[config.mk]
export PLATFORM = sky130hd
export DESIGN_NAME = dlsc_regs
export DESIGN_NICKNAME = d
export VERILOG_FILES = /design/src/dlsc_pkg.sv /design/src/dlsc_sync.sv /design/src/dlsc_regs.sv
export SDC_FILE = /design/constraint.sdc
export NUM_CORES = 1
export LEC_CHECK = 0
export BUFFER_PORTS_ARGS = -buffer_cell sky130_fd_sc_hd__buf_4
export CAP_MARGIN = 40
export CORE_MARGIN = 2
export CORE_UTILIZATION = 45
export DETAILED_ROUTE_END_ITERATION = 16
export GPL_ROUTABILITY_DRIVEN = 0
export PLACE_DENSITY = 0.69
export SLEW_MARGIN = 20
export SYNTH_ARGS = -nofsm -noshare
export SYNTH_HDL_FRONTEND = slang
export SYNTH_SLANG_ARGS = --single-unit
[constraint.sdc]
create_clock -name i_clock -period 22.6 [get_ports i_clock]
set_input_delay 6.78 -clock i_clock [delete_from_list [all_inputs] [get_ports i_clock]]
set_output_delay 6.78 -clock i_clock [all_outputs]
set_load 0.05 [all_outputs]
[src/dlsc_pkg.sv]
// Purpose: shared constants and types of the laser status/config bank
// Assumes: one 20 MHz clock, byte-wide register port from the serial core
// Notes:   offsets are the register indices seen by the serial core
package dlsc_pkg;

  ////////////////////////////////////////////////////////////////////////////
  // clock and timing
  localparam int unsigned CLOCK_HZ          = 20_000_000;
  // configuration mode timeout, in milliseconds
  localparam int unsigned CFG_TIMEOUT_MS    = 100;
  localparam int unsigned CFG_TIMEOUT_CYC   =
    (CLOCK_HZ / 1000) * CFG_TIMEOUT_MS;
  localparam int unsigned CFG_TIMER_W       = 32;

  ////////////////////////////////////////////////////////////////////////////
  // register indices
  typedef logic [5:0] dlsc_addr_t;
  localparam dlsc_addr_t ADDR_EVT_MAIN      = 6'h00;
  localparam dlsc_addr_t ADDR_EVT_CHAN      = 6'h01;
  localparam dlsc_addr_t ADDR_TEMP          = 6'h02;
  localparam dlsc_addr_t ADDR_CONV1_HI      = 6'h03;
  localparam dlsc_addr_t ADDR_CONV1_LO      = 6'h04;
  localparam dlsc_addr_t ADDR_CONV2_HI      = 6'h05;
  localparam dlsc_addr_t ADDR_CONV2_LO      = 6'h06;
  localparam dlsc_addr_t ADDR_CH1_CTRL      = 6'h10;
  localparam dlsc_addr_t ADDR_CH1_ILIM      = 6'h11;
  localparam dlsc_addr_t ADDR_CH1_RMON      = 6'h12;
  localparam dlsc_addr_t ADDR_CH1_SETUP     = 6'h13;
  localparam dlsc_addr_t ADDR_CH1_REFL      = 6'h14;
  localparam dlsc_addr_t ADDR_CH2_CTRL      = 6'h15;
  localparam dlsc_addr_t ADDR_ANALOG        = 6'h1a;
  localparam dlsc_addr_t ADDR_GENERAL       = 6'h1b;
  localparam dlsc_addr_t ADDR_MODE          = 6'h1c;
  localparam dlsc_addr_t ADDR_RANGE         = 6'h1e;

  ////////////////////////////////////////////////////////////////////////////
  // reset values
  localparam logic [7:0] CTRL_RST           = 8'h18;
  localparam logic [7:0] ILIM_RST           = 8'hff;
  localparam logic [7:0] RMON_RST           = 8'hff;
  localparam logic [7:0] SETUP_RST          = 8'h30;
  localparam logic [7:0] ZERO_RST           = 8'h00;
  localparam logic [7:0] GENERAL_RST        = 8'h02;
  // flags that must read 1 after start-up: ram init, core supply drop
  localparam logic [7:0] EVT_MAIN_RST       = 8'h03;
  // both laser supply drop flags read 1 after start-up
  localparam logic [7:0] EVT_CHAN_RST       = 8'h88;

  ////////////////////////////////////////////////////////////////////////////
  // field positions
  localparam int unsigned CTRL_CURR_MODE    = 0;
  localparam int unsigned CTRL_SW_DIS       = 3;
  localparam int unsigned CTRL_SRC_LSB      = 5;
  localparam int unsigned SETUP_REF_LSB     = 0;
  localparam int unsigned AN_CMEAS_CH1      = 1;
  localparam int unsigned AN_FSENSE_CH1     = 2;
  localparam int unsigned AN_CMEAS_CH2      = 5;
  localparam int unsigned AN_FSENSE_CH2     = 6;
  localparam int unsigned GEN_MERGE         = 6;
  // status main
  localparam int unsigned EM_RAM_INIT       = 0;
  localparam int unsigned EM_CORE_DROP      = 1;
  localparam int unsigned EM_UNVALID        = 2;
  localparam int unsigned EM_OVERTEMP       = 3;
  localparam int unsigned EM_OVC_CH2        = 4;
  localparam int unsigned EM_OVC_CH1        = 5;
  localparam int unsigned EM_OSC            = 6;
  localparam int unsigned EM_CFG_TIMEOUT    = 7;
  // status per channel
  localparam int unsigned EC_LIVE_CH1       = 0;
  localparam int unsigned EC_SEEN_CH1       = 1;
  localparam int unsigned EC_SAT_CH1        = 2;
  localparam int unsigned EC_LSUP_CH1       = 3;
  localparam int unsigned EC_LIVE_CH2       = 4;
  localparam int unsigned EC_SEEN_CH2       = 5;
  localparam int unsigned EC_SAT_CH2        = 6;
  localparam int unsigned EC_LSUP_CH2       = 7;

  ////////////////////////////////////////////////////////////////////////////
  // modes and codes
  localparam logic [1:0] MODE_OPERATION     = 2'h1;
  localparam logic [1:0] MODE_CONFIG        = 2'h2;
  localparam logic [7:0] ILIM_ZERO          = 8'h00;
  localparam logic       SRC_ON             = 1'b1;

  typedef enum logic [2:0] {
    CONV_OFF,
    CONV_MON_CATHODE,
    CONV_RES_NODE,
    CONV_CURR_SENSE,
    CONV_MAIN_SUPPLY,
    CONV_LASER_SUPPLY,
    CONV_LASER_ANODE
  } dlsc_conv_src_t;

  ////////////////////////////////////////////////////////////////////////////
  // carriers
  typedef struct packed {
    logic core_supply_drop;
    logic overtemp;
    logic overcurrent_ch1;
    logic overcurrent_ch2;
    logic osc_fail;
    logic sat_ch1;
    logic sat_ch2;
    logic laser_supply_drop_ch1;
    logic laser_supply_drop_ch2;
    logic supplies_differ;
    logic laser_enable_pin_ch1;
    logic laser_enable_pin_ch2;
  } dlsc_events_t;

  typedef struct packed {
    logic [7:0] temp;
    logic [9:0] conv_result_ch1;
    logic [9:0] conv_result_ch2;
  } dlsc_meas_t;

  typedef struct packed {
    logic [7:0] ch1_ctrl;
    logic [7:0] ch1_ilim;
    logic [7:0] ch1_rmon;
    logic [7:0] ch1_setup;
    logic [7:0] ch1_refl;
    logic [7:0] ch2_ctrl;
    logic [7:0] analog;
    logic [7:0] general;
    logic [7:0] range;
  } dlsc_cfg_t;

  localparam dlsc_cfg_t CFG_RST = '{CTRL_RST, ILIM_RST, RMON_RST,
    SETUP_RST, ZERO_RST, CTRL_RST, ZERO_RST, GENERAL_RST, ZERO_RST};

endpackage

[src/dlsc_sync.sv]
// Purpose: two-flop synchroniser for a vector of asynchronous levels
// Assumes: each bit is an independent slow level
// Notes:   the first stage feeds only the second stage
`timescale 1ns/1ps
`default_nettype none
module dlsc_sync #(
  parameter int unsigned WIDTH = 1
) (
  // clock and reset
  input  wire logic             i_clock,
  input  wire logic             i_reset,
  // levels
  input  wire logic [WIDTH-1:0] i_async,
  output var  logic [WIDTH-1:0] o_sync
);

  typedef struct packed {
    logic [WIDTH-1:0] meta;   // first stage, read by second only
    logic [WIDTH-1:0] sync;   // second stage
  } dlsc_sync_state_t;

  dlsc_sync_state_t state_q;
  dlsc_sync_state_t state_d;

  // shift one stage each clock
  always_comb begin
    state_d.meta = i_async;
    state_d.sync = state_q.meta;
  end

  // state register
  always_ff @(posedge i_clock or posedge i_reset) begin
    if (i_reset) begin
      state_q <= '0;
    end else begin
      state_q <= state_d;
    end
  end

  assign o_sync = state_q.sync;

endmodule
`default_nettype wire

[src/dlsc_regs.sv]
// Purpose: status and configuration register bank, dual laser driver
// Assumes: serial core gives one-cycle read/write strobes per byte
// Notes:   read data appear one clock after the read strobe
//
// What this block does
// (RULE1) ram init flag set, cleared on read
// (RULE2) core supply drop latched, clear on read
// (RULE3) unvalidated flag while config altered
// (RULE4) overtemperature latched, cleared on read
// (RULE5) sticky overcurrent flags per channel
// (RULE6) oscillator watchdog flag, clear on read
// (RULE7) config timeout sets flag, lasers off
// (RULE8) live enable pin levels readable
// (RULE9) enable pin seen high latched
// (RULE10) output saturation latched per channel
// (RULE11) ch1 supply drop or supplies differ
// (RULE12) ch2 supply drop or either drop
// (RULE13) converter and temperature readouts
// (RULE14) control bit0 picks current regulation
// (RULE15) software disable blocks enable pin
// (RULE16) offset compensation enable, default on
// (RULE17) converter source field decode
// (RULE18) zero limit disables protection in current
// (RULE19) monitor resistor code, default maximum
// (RULE20) ten bit setpoint over two registers
// (RULE21) two bit saturation threshold field
// (RULE22) two bit output range field
// (RULE23) mode 10 config holds, 01 applies
// (RULE24) clear only what the read returned
// (RULE25) host polls status after start-up
`timescale 1ns/1ps
`default_nettype none
module dlsc_regs #(
  parameter int unsigned CFG_TIMEOUT_CYCLES = dlsc_pkg::CFG_TIMEOUT_CYC
) (
  // clock and reset
  input  wire logic                     i_clock,
  input  wire logic                     i_reset,
  // register port from the serial core
  input  wire dlsc_pkg::dlsc_addr_t     i_reg_addr,
  input  wire logic                     i_reg_rd,
  input  wire logic                     i_reg_wr,
  input  wire logic [7:0]               i_reg_wdata,
  output var  logic [7:0]               o_reg_rdata,
  output var  logic                     o_reg_rvalid,
  // analog events and pins, asynchronous
  input  wire dlsc_pkg::dlsc_events_t   i_evt,
  // measurements, same clock
  input  wire dlsc_pkg::dlsc_meas_t     i_meas,
  // applied configuration and derived controls
  output var  dlsc_pkg::dlsc_cfg_t      o_cfg,
  output var  logic                     o_config_mode,
  output var  logic                     o_laser_en_ch1,
  output var  logic                     o_laser_en_ch2,
  output var  logic                     o_ocp_disable_ch1,
  output var  dlsc_pkg::dlsc_conv_src_t o_conv_src_ch1,
  output var  dlsc_pkg::dlsc_conv_src_t o_conv_src_ch2
);

  import dlsc_pkg::*;

  ////////////////////////////////////////////////////////////////////////////
  // state
  typedef struct packed {
    dlsc_cfg_t      cfg;         // written copy
    dlsc_cfg_t      applied;     // copy that drives the analog side
    logic [1:0]     mode;        // operation or configuration
    logic           cfg_mode;    // registered decode of mode
    logic [7:0]     evt_main;    // main status, bit 2 is live
    logic [7:0]     evt_chan;    // channel status, bits 0/4 are live
    logic           unvalid;     // config altered since validation
    logic [CFG_TIMER_W-1:0] timer; // time spent in config mode
    logic           timeout_lock; // lasers held off after timeout
    logic [7:0]     rdata;
    logic           rvalid;
    logic           laser_en_ch1;
    logic           laser_en_ch2;
    logic           ocp_off_ch1;
    dlsc_conv_src_t src_ch1;
    dlsc_conv_src_t src_ch2;
  } dlsc_state_t;

  dlsc_state_t  state_q;
  dlsc_state_t  state_d;
  dlsc_events_t evt_s;           // synchronised events

  ////////////////////////////////////////////////////////////////////////////
  // synchronise every asynchronous event and pin
  dlsc_sync #(
    .WIDTH ($bits(dlsc_events_t))
  ) u_sync (
    .i_clock (i_clock),
    .i_reset (i_reset),
    .i_async (i_evt),
    .o_sync  (evt_s)
  );

  ////////////////////////////////////////////////////////////////////////////
  // converter source decode, one channel
  function automatic dlsc_conv_src_t conv_decode(
    input logic [2:0] code,
    input logic       fsense,
    input logic       cmeas
  );
    dlsc_conv_src_t src;
    src = CONV_OFF;
    // (RULE17) codes 0xx turn converter off
    if (code[2] != SRC_ON) begin
      src = CONV_OFF;
    end else if (code[1:0] == 2'h0) begin
      // current sensor wins over the voltage taps
      if (cmeas) begin
        src = CONV_CURR_SENSE;
      end else if (fsense) begin
        src = CONV_MON_CATHODE;
      end else begin
        src = CONV_RES_NODE;
      end
    end else if (code[1:0] == 2'h1) begin
      src = CONV_MAIN_SUPPLY;
    end else if (code[1:0] == 2'h2) begin
      src = CONV_LASER_SUPPLY;
    end else begin
      src = CONV_LASER_ANODE;
    end
    return src;
  endfunction

  ////////////////////////////////////////////////////////////////////////////
  // next state
  always_comb begin
    logic       rd_main;      // read of main status this cycle
    logic       rd_chan;      // read of channel status this cycle
    logic       wr_cfg;       // write to a config register
    logic       merge;        // channels merged
    logic [7:0] set_main;     // events setting main flags
    logic [7:0] set_chan;     // events setting channel flags
    logic [7:0] keep_main;    // bits not cleared by this read
    logic [7:0] keep_chan;
    logic [7:0] live_chan;    // unlatched pin view
    logic       cfg_mode;
    logic       expire;
    rd_main   = 1'b0;
    rd_chan   = 1'b0;
    wr_cfg    = 1'b0;
    merge     = state_q.applied.general[GEN_MERGE];
    set_main  = '0;
    set_chan  = '0;
    keep_main = '1;
    keep_chan = '1;
    live_chan = '0;
    cfg_mode  = (state_q.mode == MODE_CONFIG);
    expire    = 1'b0;
    state_d   = state_q;

    // strobes of this cycle
    if (i_reg_rd) begin
      if (i_reg_addr == ADDR_EVT_MAIN) begin
        rd_main = 1'b1;
      end else if (i_reg_addr == ADDR_EVT_CHAN) begin
        rd_chan = 1'b1;
      end
    end

    // (RULE7) config mode timer and lockout
    if (cfg_mode) begin
      if (state_q.timer >= CFG_TIMER_W'(CFG_TIMEOUT_CYCLES - 1)) begin
        expire = !state_q.timeout_lock;
        state_d.timeout_lock = 1'b1;
      end else begin
        state_d.timer = state_q.timer + CFG_TIMER_W'(1);
      end
    end else begin
      // leaving config mode releases the lockout
      state_d.timer        = '0;
      state_d.timeout_lock = 1'b0;
    end

    // event sources of the main status
    // (RULE2) core supply drop
    set_main[EM_CORE_DROP]   = evt_s.core_supply_drop;
    // (RULE4) overtemperature
    set_main[EM_OVERTEMP]    = evt_s.overtemp;
    // (RULE5) per channel overcurrent
    set_main[EM_OVC_CH2]     = evt_s.overcurrent_ch2;
    set_main[EM_OVC_CH1]     = evt_s.overcurrent_ch1;
    // (RULE6) oscillator watchdog
    set_main[EM_OSC]         = evt_s.osc_fail;
    // (RULE7) timeout event
    set_main[EM_CFG_TIMEOUT] = expire;

    // event sources of the channel status
    // (RULE9) enable pins seen high
    set_chan[EC_SEEN_CH1] = evt_s.laser_enable_pin_ch1;
    set_chan[EC_SEEN_CH2] = evt_s.laser_enable_pin_ch2;
    // (RULE10) output saturation
    set_chan[EC_SAT_CH1]  = evt_s.sat_ch1;
    set_chan[EC_SAT_CH2]  = evt_s.sat_ch2;
    // (RULE11) ch1 drop, or supplies differ when merged
    set_chan[EC_LSUP_CH1] = merge ? evt_s.supplies_differ
                                  : evt_s.laser_supply_drop_ch1;
    // (RULE12) ch2 drop, or either drop when merged
    set_chan[EC_LSUP_CH2] = merge ? (evt_s.laser_supply_drop_ch1 |
                                     evt_s.laser_supply_drop_ch2)
                                  : evt_s.laser_supply_drop_ch2;

    // (RULE24) a read clears only what it returned
    if (rd_main) begin
      keep_main = ~state_q.evt_main;
    end
    if (rd_chan) begin
      keep_chan = ~state_q.evt_chan;
    end
    // (RULE1) ram init flag clears like the others
    // sticky flags: a set in the same cycle wins over the clear
    state_d.evt_main = (state_q.evt_main & keep_main) | set_main;
    state_d.evt_chan = (state_q.evt_chan & keep_chan) | set_chan;
    // live bits are not stored in the sticky byte
    state_d.evt_main[EM_UNVALID]  = 1'b0;
    state_d.evt_chan[EC_LIVE_CH1] = 1'b0;
    state_d.evt_chan[EC_LIVE_CH2] = 1'b0;

    // (RULE8) live pin levels at read time
    live_chan[EC_LIVE_CH1] = evt_s.laser_enable_pin_ch1;
    live_chan[EC_LIVE_CH2] = evt_s.laser_enable_pin_ch2;

    // writes; read-only and unmapped addresses ignore them
    if (i_reg_wr) begin
      if (i_reg_addr == ADDR_CH1_CTRL) begin
        // (RULE14) (RULE15) (RULE16) control byte stored whole
        state_d.cfg.ch1_ctrl = i_reg_wdata;
        wr_cfg = 1'b1;
      end else if (i_reg_addr == ADDR_CH1_ILIM) begin
        // (RULE18) overcurrent limit code
        state_d.cfg.ch1_ilim = i_reg_wdata;
        wr_cfg = 1'b1;
      end else if (i_reg_addr == ADDR_CH1_RMON) begin
        // (RULE19) monitor resistor code
        state_d.cfg.ch1_rmon = i_reg_wdata;
        wr_cfg = 1'b1;
      end else if (i_reg_addr == ADDR_CH1_SETUP) begin
        // (RULE20) (RULE21) setpoint high bits and threshold
        state_d.cfg.ch1_setup = i_reg_wdata;
        wr_cfg = 1'b1;
      end else if (i_reg_addr == ADDR_CH1_REFL) begin
        // (RULE20) setpoint low byte
        state_d.cfg.ch1_refl = i_reg_wdata;
        wr_cfg = 1'b1;
      end else if (i_reg_addr == ADDR_CH2_CTRL) begin
        state_d.cfg.ch2_ctrl = i_reg_wdata;
        wr_cfg = 1'b1;
      end else if (i_reg_addr == ADDR_ANALOG) begin
        state_d.cfg.analog = i_reg_wdata;
        wr_cfg = 1'b1;
      end else if (i_reg_addr == ADDR_GENERAL) begin
        state_d.cfg.general = i_reg_wdata;
        wr_cfg = 1'b1;
      end else if (i_reg_addr == ADDR_RANGE) begin
        // (RULE22) output range fields
        state_d.cfg.range = i_reg_wdata;
        wr_cfg = 1'b1;
      end else if (i_reg_addr == ADDR_MODE) begin
        // (RULE23) only codes 01 and 10 are taken
        if (i_reg_wdata[1:0] == MODE_OPERATION ||
            i_reg_wdata[1:0] == MODE_CONFIG) begin
          state_d.mode = i_reg_wdata[1:0];
        end
      end
    end

    // (RULE3) altered content is unvalidated until mode 01 is written
    if (wr_cfg) begin
      state_d.unvalid = 1'b1;
    end else if (i_reg_wr && i_reg_addr == ADDR_MODE &&
                 i_reg_wdata[1:0] == MODE_OPERATION) begin
      state_d.unvalid = 1'b0;
    end

    // (RULE23) operation mode is transparent, config mode holds
    if (state_d.mode == MODE_OPERATION) begin
      state_d.applied = state_d.cfg;
    end
    // decoded ahead so the mode output leaves a flop directly
    state_d.cfg_mode = (state_d.mode == MODE_CONFIG);

    // (RULE15) (RULE7) pin enables unless disabled or timed out
    state_d.laser_en_ch1 = evt_s.laser_enable_pin_ch1 &
                           !state_q.applied.ch1_ctrl[CTRL_SW_DIS] &
                           !state_d.timeout_lock;
    state_d.laser_en_ch2 = evt_s.laser_enable_pin_ch2 &
                           !state_q.applied.ch2_ctrl[CTRL_SW_DIS] &
                           !state_d.timeout_lock;
    // (RULE18) zero limit in current regulation: no protection
    state_d.ocp_off_ch1 = state_q.applied.ch1_ctrl[CTRL_CURR_MODE] &&
                          (state_q.applied.ch1_ilim == ILIM_ZERO);
    // (RULE17) converter sources from the applied copy
    state_d.src_ch1 = conv_decode(
      state_q.applied.ch1_ctrl[CTRL_SRC_LSB +: 3],
      state_q.applied.analog[AN_FSENSE_CH1],
      state_q.applied.analog[AN_CMEAS_CH1]);
    state_d.src_ch2 = conv_decode(
      state_q.applied.ch2_ctrl[CTRL_SRC_LSB +: 3],
      state_q.applied.analog[AN_FSENSE_CH2],
      state_q.applied.analog[AN_CMEAS_CH2]);

    // read data, registered; unmapped reads return zero
    state_d.rvalid = i_reg_rd;
    state_d.rdata  = '0;
    if (i_reg_rd) begin
      if (i_reg_addr == ADDR_EVT_MAIN) begin
        state_d.rdata = state_q.evt_main;
        // (RULE3) live unvalidated bit
        state_d.rdata[EM_UNVALID] = state_q.unvalid;
      end else if (i_reg_addr == ADDR_EVT_CHAN) begin
        state_d.rdata = state_q.evt_chan | live_chan;
      end else if (i_reg_addr == ADDR_TEMP) begin
        // (RULE13) temperature and converter readouts
        state_d.rdata = i_meas.temp;
      end else if (i_reg_addr == ADDR_CONV1_HI) begin
        state_d.rdata = {6'h00, i_meas.conv_result_ch1[9:8]};
      end else if (i_reg_addr == ADDR_CONV1_LO) begin
        state_d.rdata = i_meas.conv_result_ch1[7:0];
      end else if (i_reg_addr == ADDR_CONV2_HI) begin
        state_d.rdata = {6'h00, i_meas.conv_result_ch2[9:8]};
      end else if (i_reg_addr == ADDR_CONV2_LO) begin
        state_d.rdata = i_meas.conv_result_ch2[7:0];
      end else if (i_reg_addr == ADDR_CH1_CTRL) begin
        state_d.rdata = state_q.cfg.ch1_ctrl;
      end else if (i_reg_addr == ADDR_CH1_ILIM) begin
        state_d.rdata = state_q.cfg.ch1_ilim;
      end else if (i_reg_addr == ADDR_CH1_RMON) begin
        state_d.rdata = state_q.cfg.ch1_rmon;
      end else if (i_reg_addr == ADDR_CH1_SETUP) begin
        state_d.rdata = state_q.cfg.ch1_setup;
      end else if (i_reg_addr == ADDR_CH1_REFL) begin
        state_d.rdata = state_q.cfg.ch1_refl;
      end else if (i_reg_addr == ADDR_CH2_CTRL) begin
        state_d.rdata = state_q.cfg.ch2_ctrl;
      end else if (i_reg_addr == ADDR_ANALOG) begin
        state_d.rdata = state_q.cfg.analog;
      end else if (i_reg_addr == ADDR_GENERAL) begin
        state_d.rdata = state_q.cfg.general;
      end else if (i_reg_addr == ADDR_MODE) begin
        state_d.rdata = {6'h00, state_q.mode};
      end else if (i_reg_addr == ADDR_RANGE) begin
        state_d.rdata = state_q.cfg.range;
      end
    end
  end

  ////////////////////////////////////////////////////////////////////////////
  // state register; flags that must show after start-up reset to 1
  always_ff @(posedge i_clock or posedge i_reset) begin
    if (i_reset) begin
      state_q              <= '0;
      state_q.cfg          <= CFG_RST;
      state_q.applied      <= CFG_RST;
      state_q.mode         <= MODE_OPERATION;
      // (RULE1) memory comes up initialised
      state_q.evt_main     <= EVT_MAIN_RST;
      state_q.evt_chan     <= EVT_CHAN_RST;
      state_q.src_ch1      <= CONV_OFF;
      state_q.src_ch2      <= CONV_OFF;
    end else begin
      state_q <= state_d;
    end
  end

  ////////////////////////////////////////////////////////////////////////////
  // outputs straight from the state register
  assign o_reg_rdata       = state_q.rdata;
  assign o_reg_rvalid      = state_q.rvalid;
  assign o_cfg             = state_q.applied;
  assign o_config_mode     = state_q.cfg_mode;
  assign o_laser_en_ch1    = state_q.laser_en_ch1;
  assign o_laser_en_ch2    = state_q.laser_en_ch2;
  assign o_ocp_disable_ch1 = state_q.ocp_off_ch1;
  assign o_conv_src_ch1    = state_q.src_ch1;
  assign o_conv_src_ch2    = state_q.src_ch2;

endmodule
`default_nettype wire

==> impl_results.md <==
- Worst IR drop on VDD: 0.0717 mV
- Post-Route WL: 26900 um
- Status: finished, final reports clean
- FF+latch count, synth: 236
- Cell taking the most area after synthesis: dfrtp_1
- Worst EP arrival: 9150 ps
- Cts repair resizes: 0
- CP Launch Type: primary input
- Routed Antenna Nets: 0
- Setup crit end kind: flip-flop
- Num rows: 56
- Util after Layout: 53.5%
- Critical Path Fanout Max: 12
- Asr flop ratio synth: 100%
- Root buf cell: clkbuf_16
- Setup TNS: 0 ps
- Clock skew: 11.7 ps
- Starting Density: 46.1%
- Port buffer count: 148
- DR vias: 7090
- Final instance area: 0.0126 mm^2
- Reg2reg start: state_q[19]$_DFFE_PP0P_
- Yosys cell types: 76
- Die area: 0.0254 mm^2
- Min-Delay Endpoint: u_sync.o_sync[3]$_DFF_PP0_
- Yosys warning count: 0
- CP Class: in2reg
- R2R Setup Slk: 20090 ps
- TritonCTS buffer count: 26
- Multi-input gate area: 0.00401 mm^2
- Netlist Area Pre-Place: 0.0109 mm^2
- Initial drt markers: 578
- Clock latency on the worst-skew pair: 530 ps
- Clk buf depth: 3
- Die span in y: 160 um
- FF+latch area: 0.00597 mm^2
- Vias per cell: 5.59
- Avg Inst Size Synth: 12.5 um^2
- Max Fclk: 114 MHz
- Area delta synth->final: 16.0%
- Vias in the first global route: 6927
- P_leak: 5.77 nW
- Worst slack, placed: 13390 ps
- Register area share after synthesis: 54.9%
- R2R cell count: 7
- CP required: 23000 ps
- First-pass GRT wire length: 41700 um
- Hold depth: 0
- # fillers: 1959
- Hold_sp: u_sync.state_d[3]$_DFF_PP0_
- Num ports: 149
- Postcts setup bufs: 0
- Setup violators final: 0
- Antenna violations before repair: 3
- Synthesized net count: 933
- RSZ-0062 raised after global routing: no
- Commonest register cell after synthesis: dfrtp_1
- Post-synth top area share: 42.5%
- Placed inst area: 0.0117 mm^2
- Die X: 160 um
- Clk pin slew, worst setup/hold paths: 60 ps
- GRT overflow: 0
- Most common cell after layout, fill and taps aside: dfrtp_1
- Clock sink count: 236
- Post-synth EDFFs: 0
- Pin count of the biggest net entering global routing: 85
- Share of layout cells above drive strength 1: 38.0%
- Post-route clock period utilization: 38.7%
- Min-Delay Path Class: reg2reg
- TritonCTS clock tree: yes
- Fin crit period: 8750 ps
- Slack of the critical path: 13850 ps
- Worst Hold Slack: 352 ps
- Drt first pass iters: 6
- Total power divided by cell area: 106 mW/mm^2
- Worst relative slew slack: 44.1%
- # hold bufs at CTS: 0
- Drt drc: 0
- Commonest cells after routing, fill and taps aside: dfrtp_1 (185), buf_4 (154), mux2_2 (88)
- Synth area leaders: dfrtp_1 (43%), dfstp_2 (12%), mux2_2 (9.1%)
- Cells after Synth: 869
- Gr usage total: 20.9%
- Drt wl/cell: 21.2 um
- Core Box Area: 0.0236 mm^2
- MaxCap Viol Count: 0
- Worst R2R End: state_q[28]$_DFFE_PP0P_
- Slew @ Worst Pin: 838 ps
- H-tree levels: 1
- Post-DP HPWL: 19200 um
- Fin nets: 992
- Final hold vios: 0
- Fin. max-slew vios: 0
power breakdown:
part	switching, W	internal [W]	total (W)
Clock	0.000175	0.000286	0.000461
Sequential	0.0000441	0.000497	0.000541
Combinational	0.000229	0.000112	0.000341
how the worst max path moves through the flow:
| stage | start | to | cells after the start |
|---|---|---|---|
| global placement | i_reg_addr[4] | o_cfg[14]$_DFFE_PP0N_ | 6 |
| CTS | i_reg_addr[4] | o_cfg[11]$_DFFE_PP0N_ | 6 |
| detailed placement | i_reg_addr[5] | o_cfg[38]$_DFFE_PP0N_ | 8 |
| floorplan | i_reset | o_cfg[0]$_DFFE_PP0N_ | 1 |
| finish | i_reg_addr[4] | o_cfg[11]$_DFFE_PP0N_ | 6 |
| global route | i_reg_addr[5] | o_cfg[43]$_DFFE_PP0N_ | 8 |
worst max-delay path, cell delays in order:
cell and delay, ps:
buf_4 150, nor2b_1 600, nand2_1 200, nor3_2 680, mux2_2 430, mux2_1 300
Yosys cell counts (4+ instances only):
cell	count
a211oi_1	6
a21o_1	9
a21oi_1	33
a221oi_1	7
a2bb2oi_1	6
a32oi_1	6
and2_1	15
and3_1	5
buf_1	4
buf_2	19
buf_4	90
clkbuf_1	12
dfrtp_1	185
dfstp_2	51
ha_1	6
inv_1	20
mux2_1	61
mux2_2	88
mux2i_1	14
nand2_1	24
nand2b_1	6
nand3_1	12
nand4_1	6
nor2_1	26
nor2b_1	11
nor3_1	13
nor4_1	10
o211ai_1	4
o21a_1	8
o21ai_0	25
o221ai_1	14
or3_1	4
xor2_1	10
logic make-up after synthesis:
group | after synthesis | share of synthesized area, %
DFF | 236 | 54.9
muxes | 165 | 17.0
and+or+nand+nor | 160 | 8.67
buffers and inverters | 146 | 8.36
AOI/OAI and AO/OA | 144 | 9.43
xor gates and xnor gates | 12 | 0.966
adders and majority gates | 6 | 0.690
registers in the layout (all words and copies together) (netlist names):
signal,count
state_q,121
o_reg_rvalid,1
o_laser_en_ch2,1
o_reg_rdata,8
o_laser_en_ch1,1
o_config_mode,1
o_cfg,72
o_conv_src_ch1,3
u_sync.o_sync,12
o_conv_src_ch2,3
u_sync.state_d,12
o_ocp_disable_ch1,1
final cells by class:
type | count | area share, %
Sequential cell | 236 | 47.3
Timing Repair Buffer | 156 | 9.53
Inverter | 21 | 0.684
Antenna cell | 1 | 0.0198
Tap cell | 319 | 3.16
Clock inverter | 12 | 1.45
Multi-Input combinational cell | 487 | 31.8
Clock buffer | 36 | 6.09
routing by layer:
layer | share of wire (%) | GRT usage (%) | up-vias
li1 | - | - | 3175
met5 | 0 | 0 | -
met2 | 44 | 31.4 | 296
met3 | 8.2 | 4.74 | 43
met1 | 46 | 30.9 | 3576
met4 | 1.6 | 4.83 | 0
through the flow:
stage	std cells	power [W]
6_report	1268	0.00134
5_1_grt	1268	0.00139
4_1_cts	1266	0.00135
3_5_place_dp	1218	0.000889
3_3_place_gp	1216	0.000884
2_1_floorplan	869	0.000826
No activity file was read; power rests on OpenSTA's default activity.
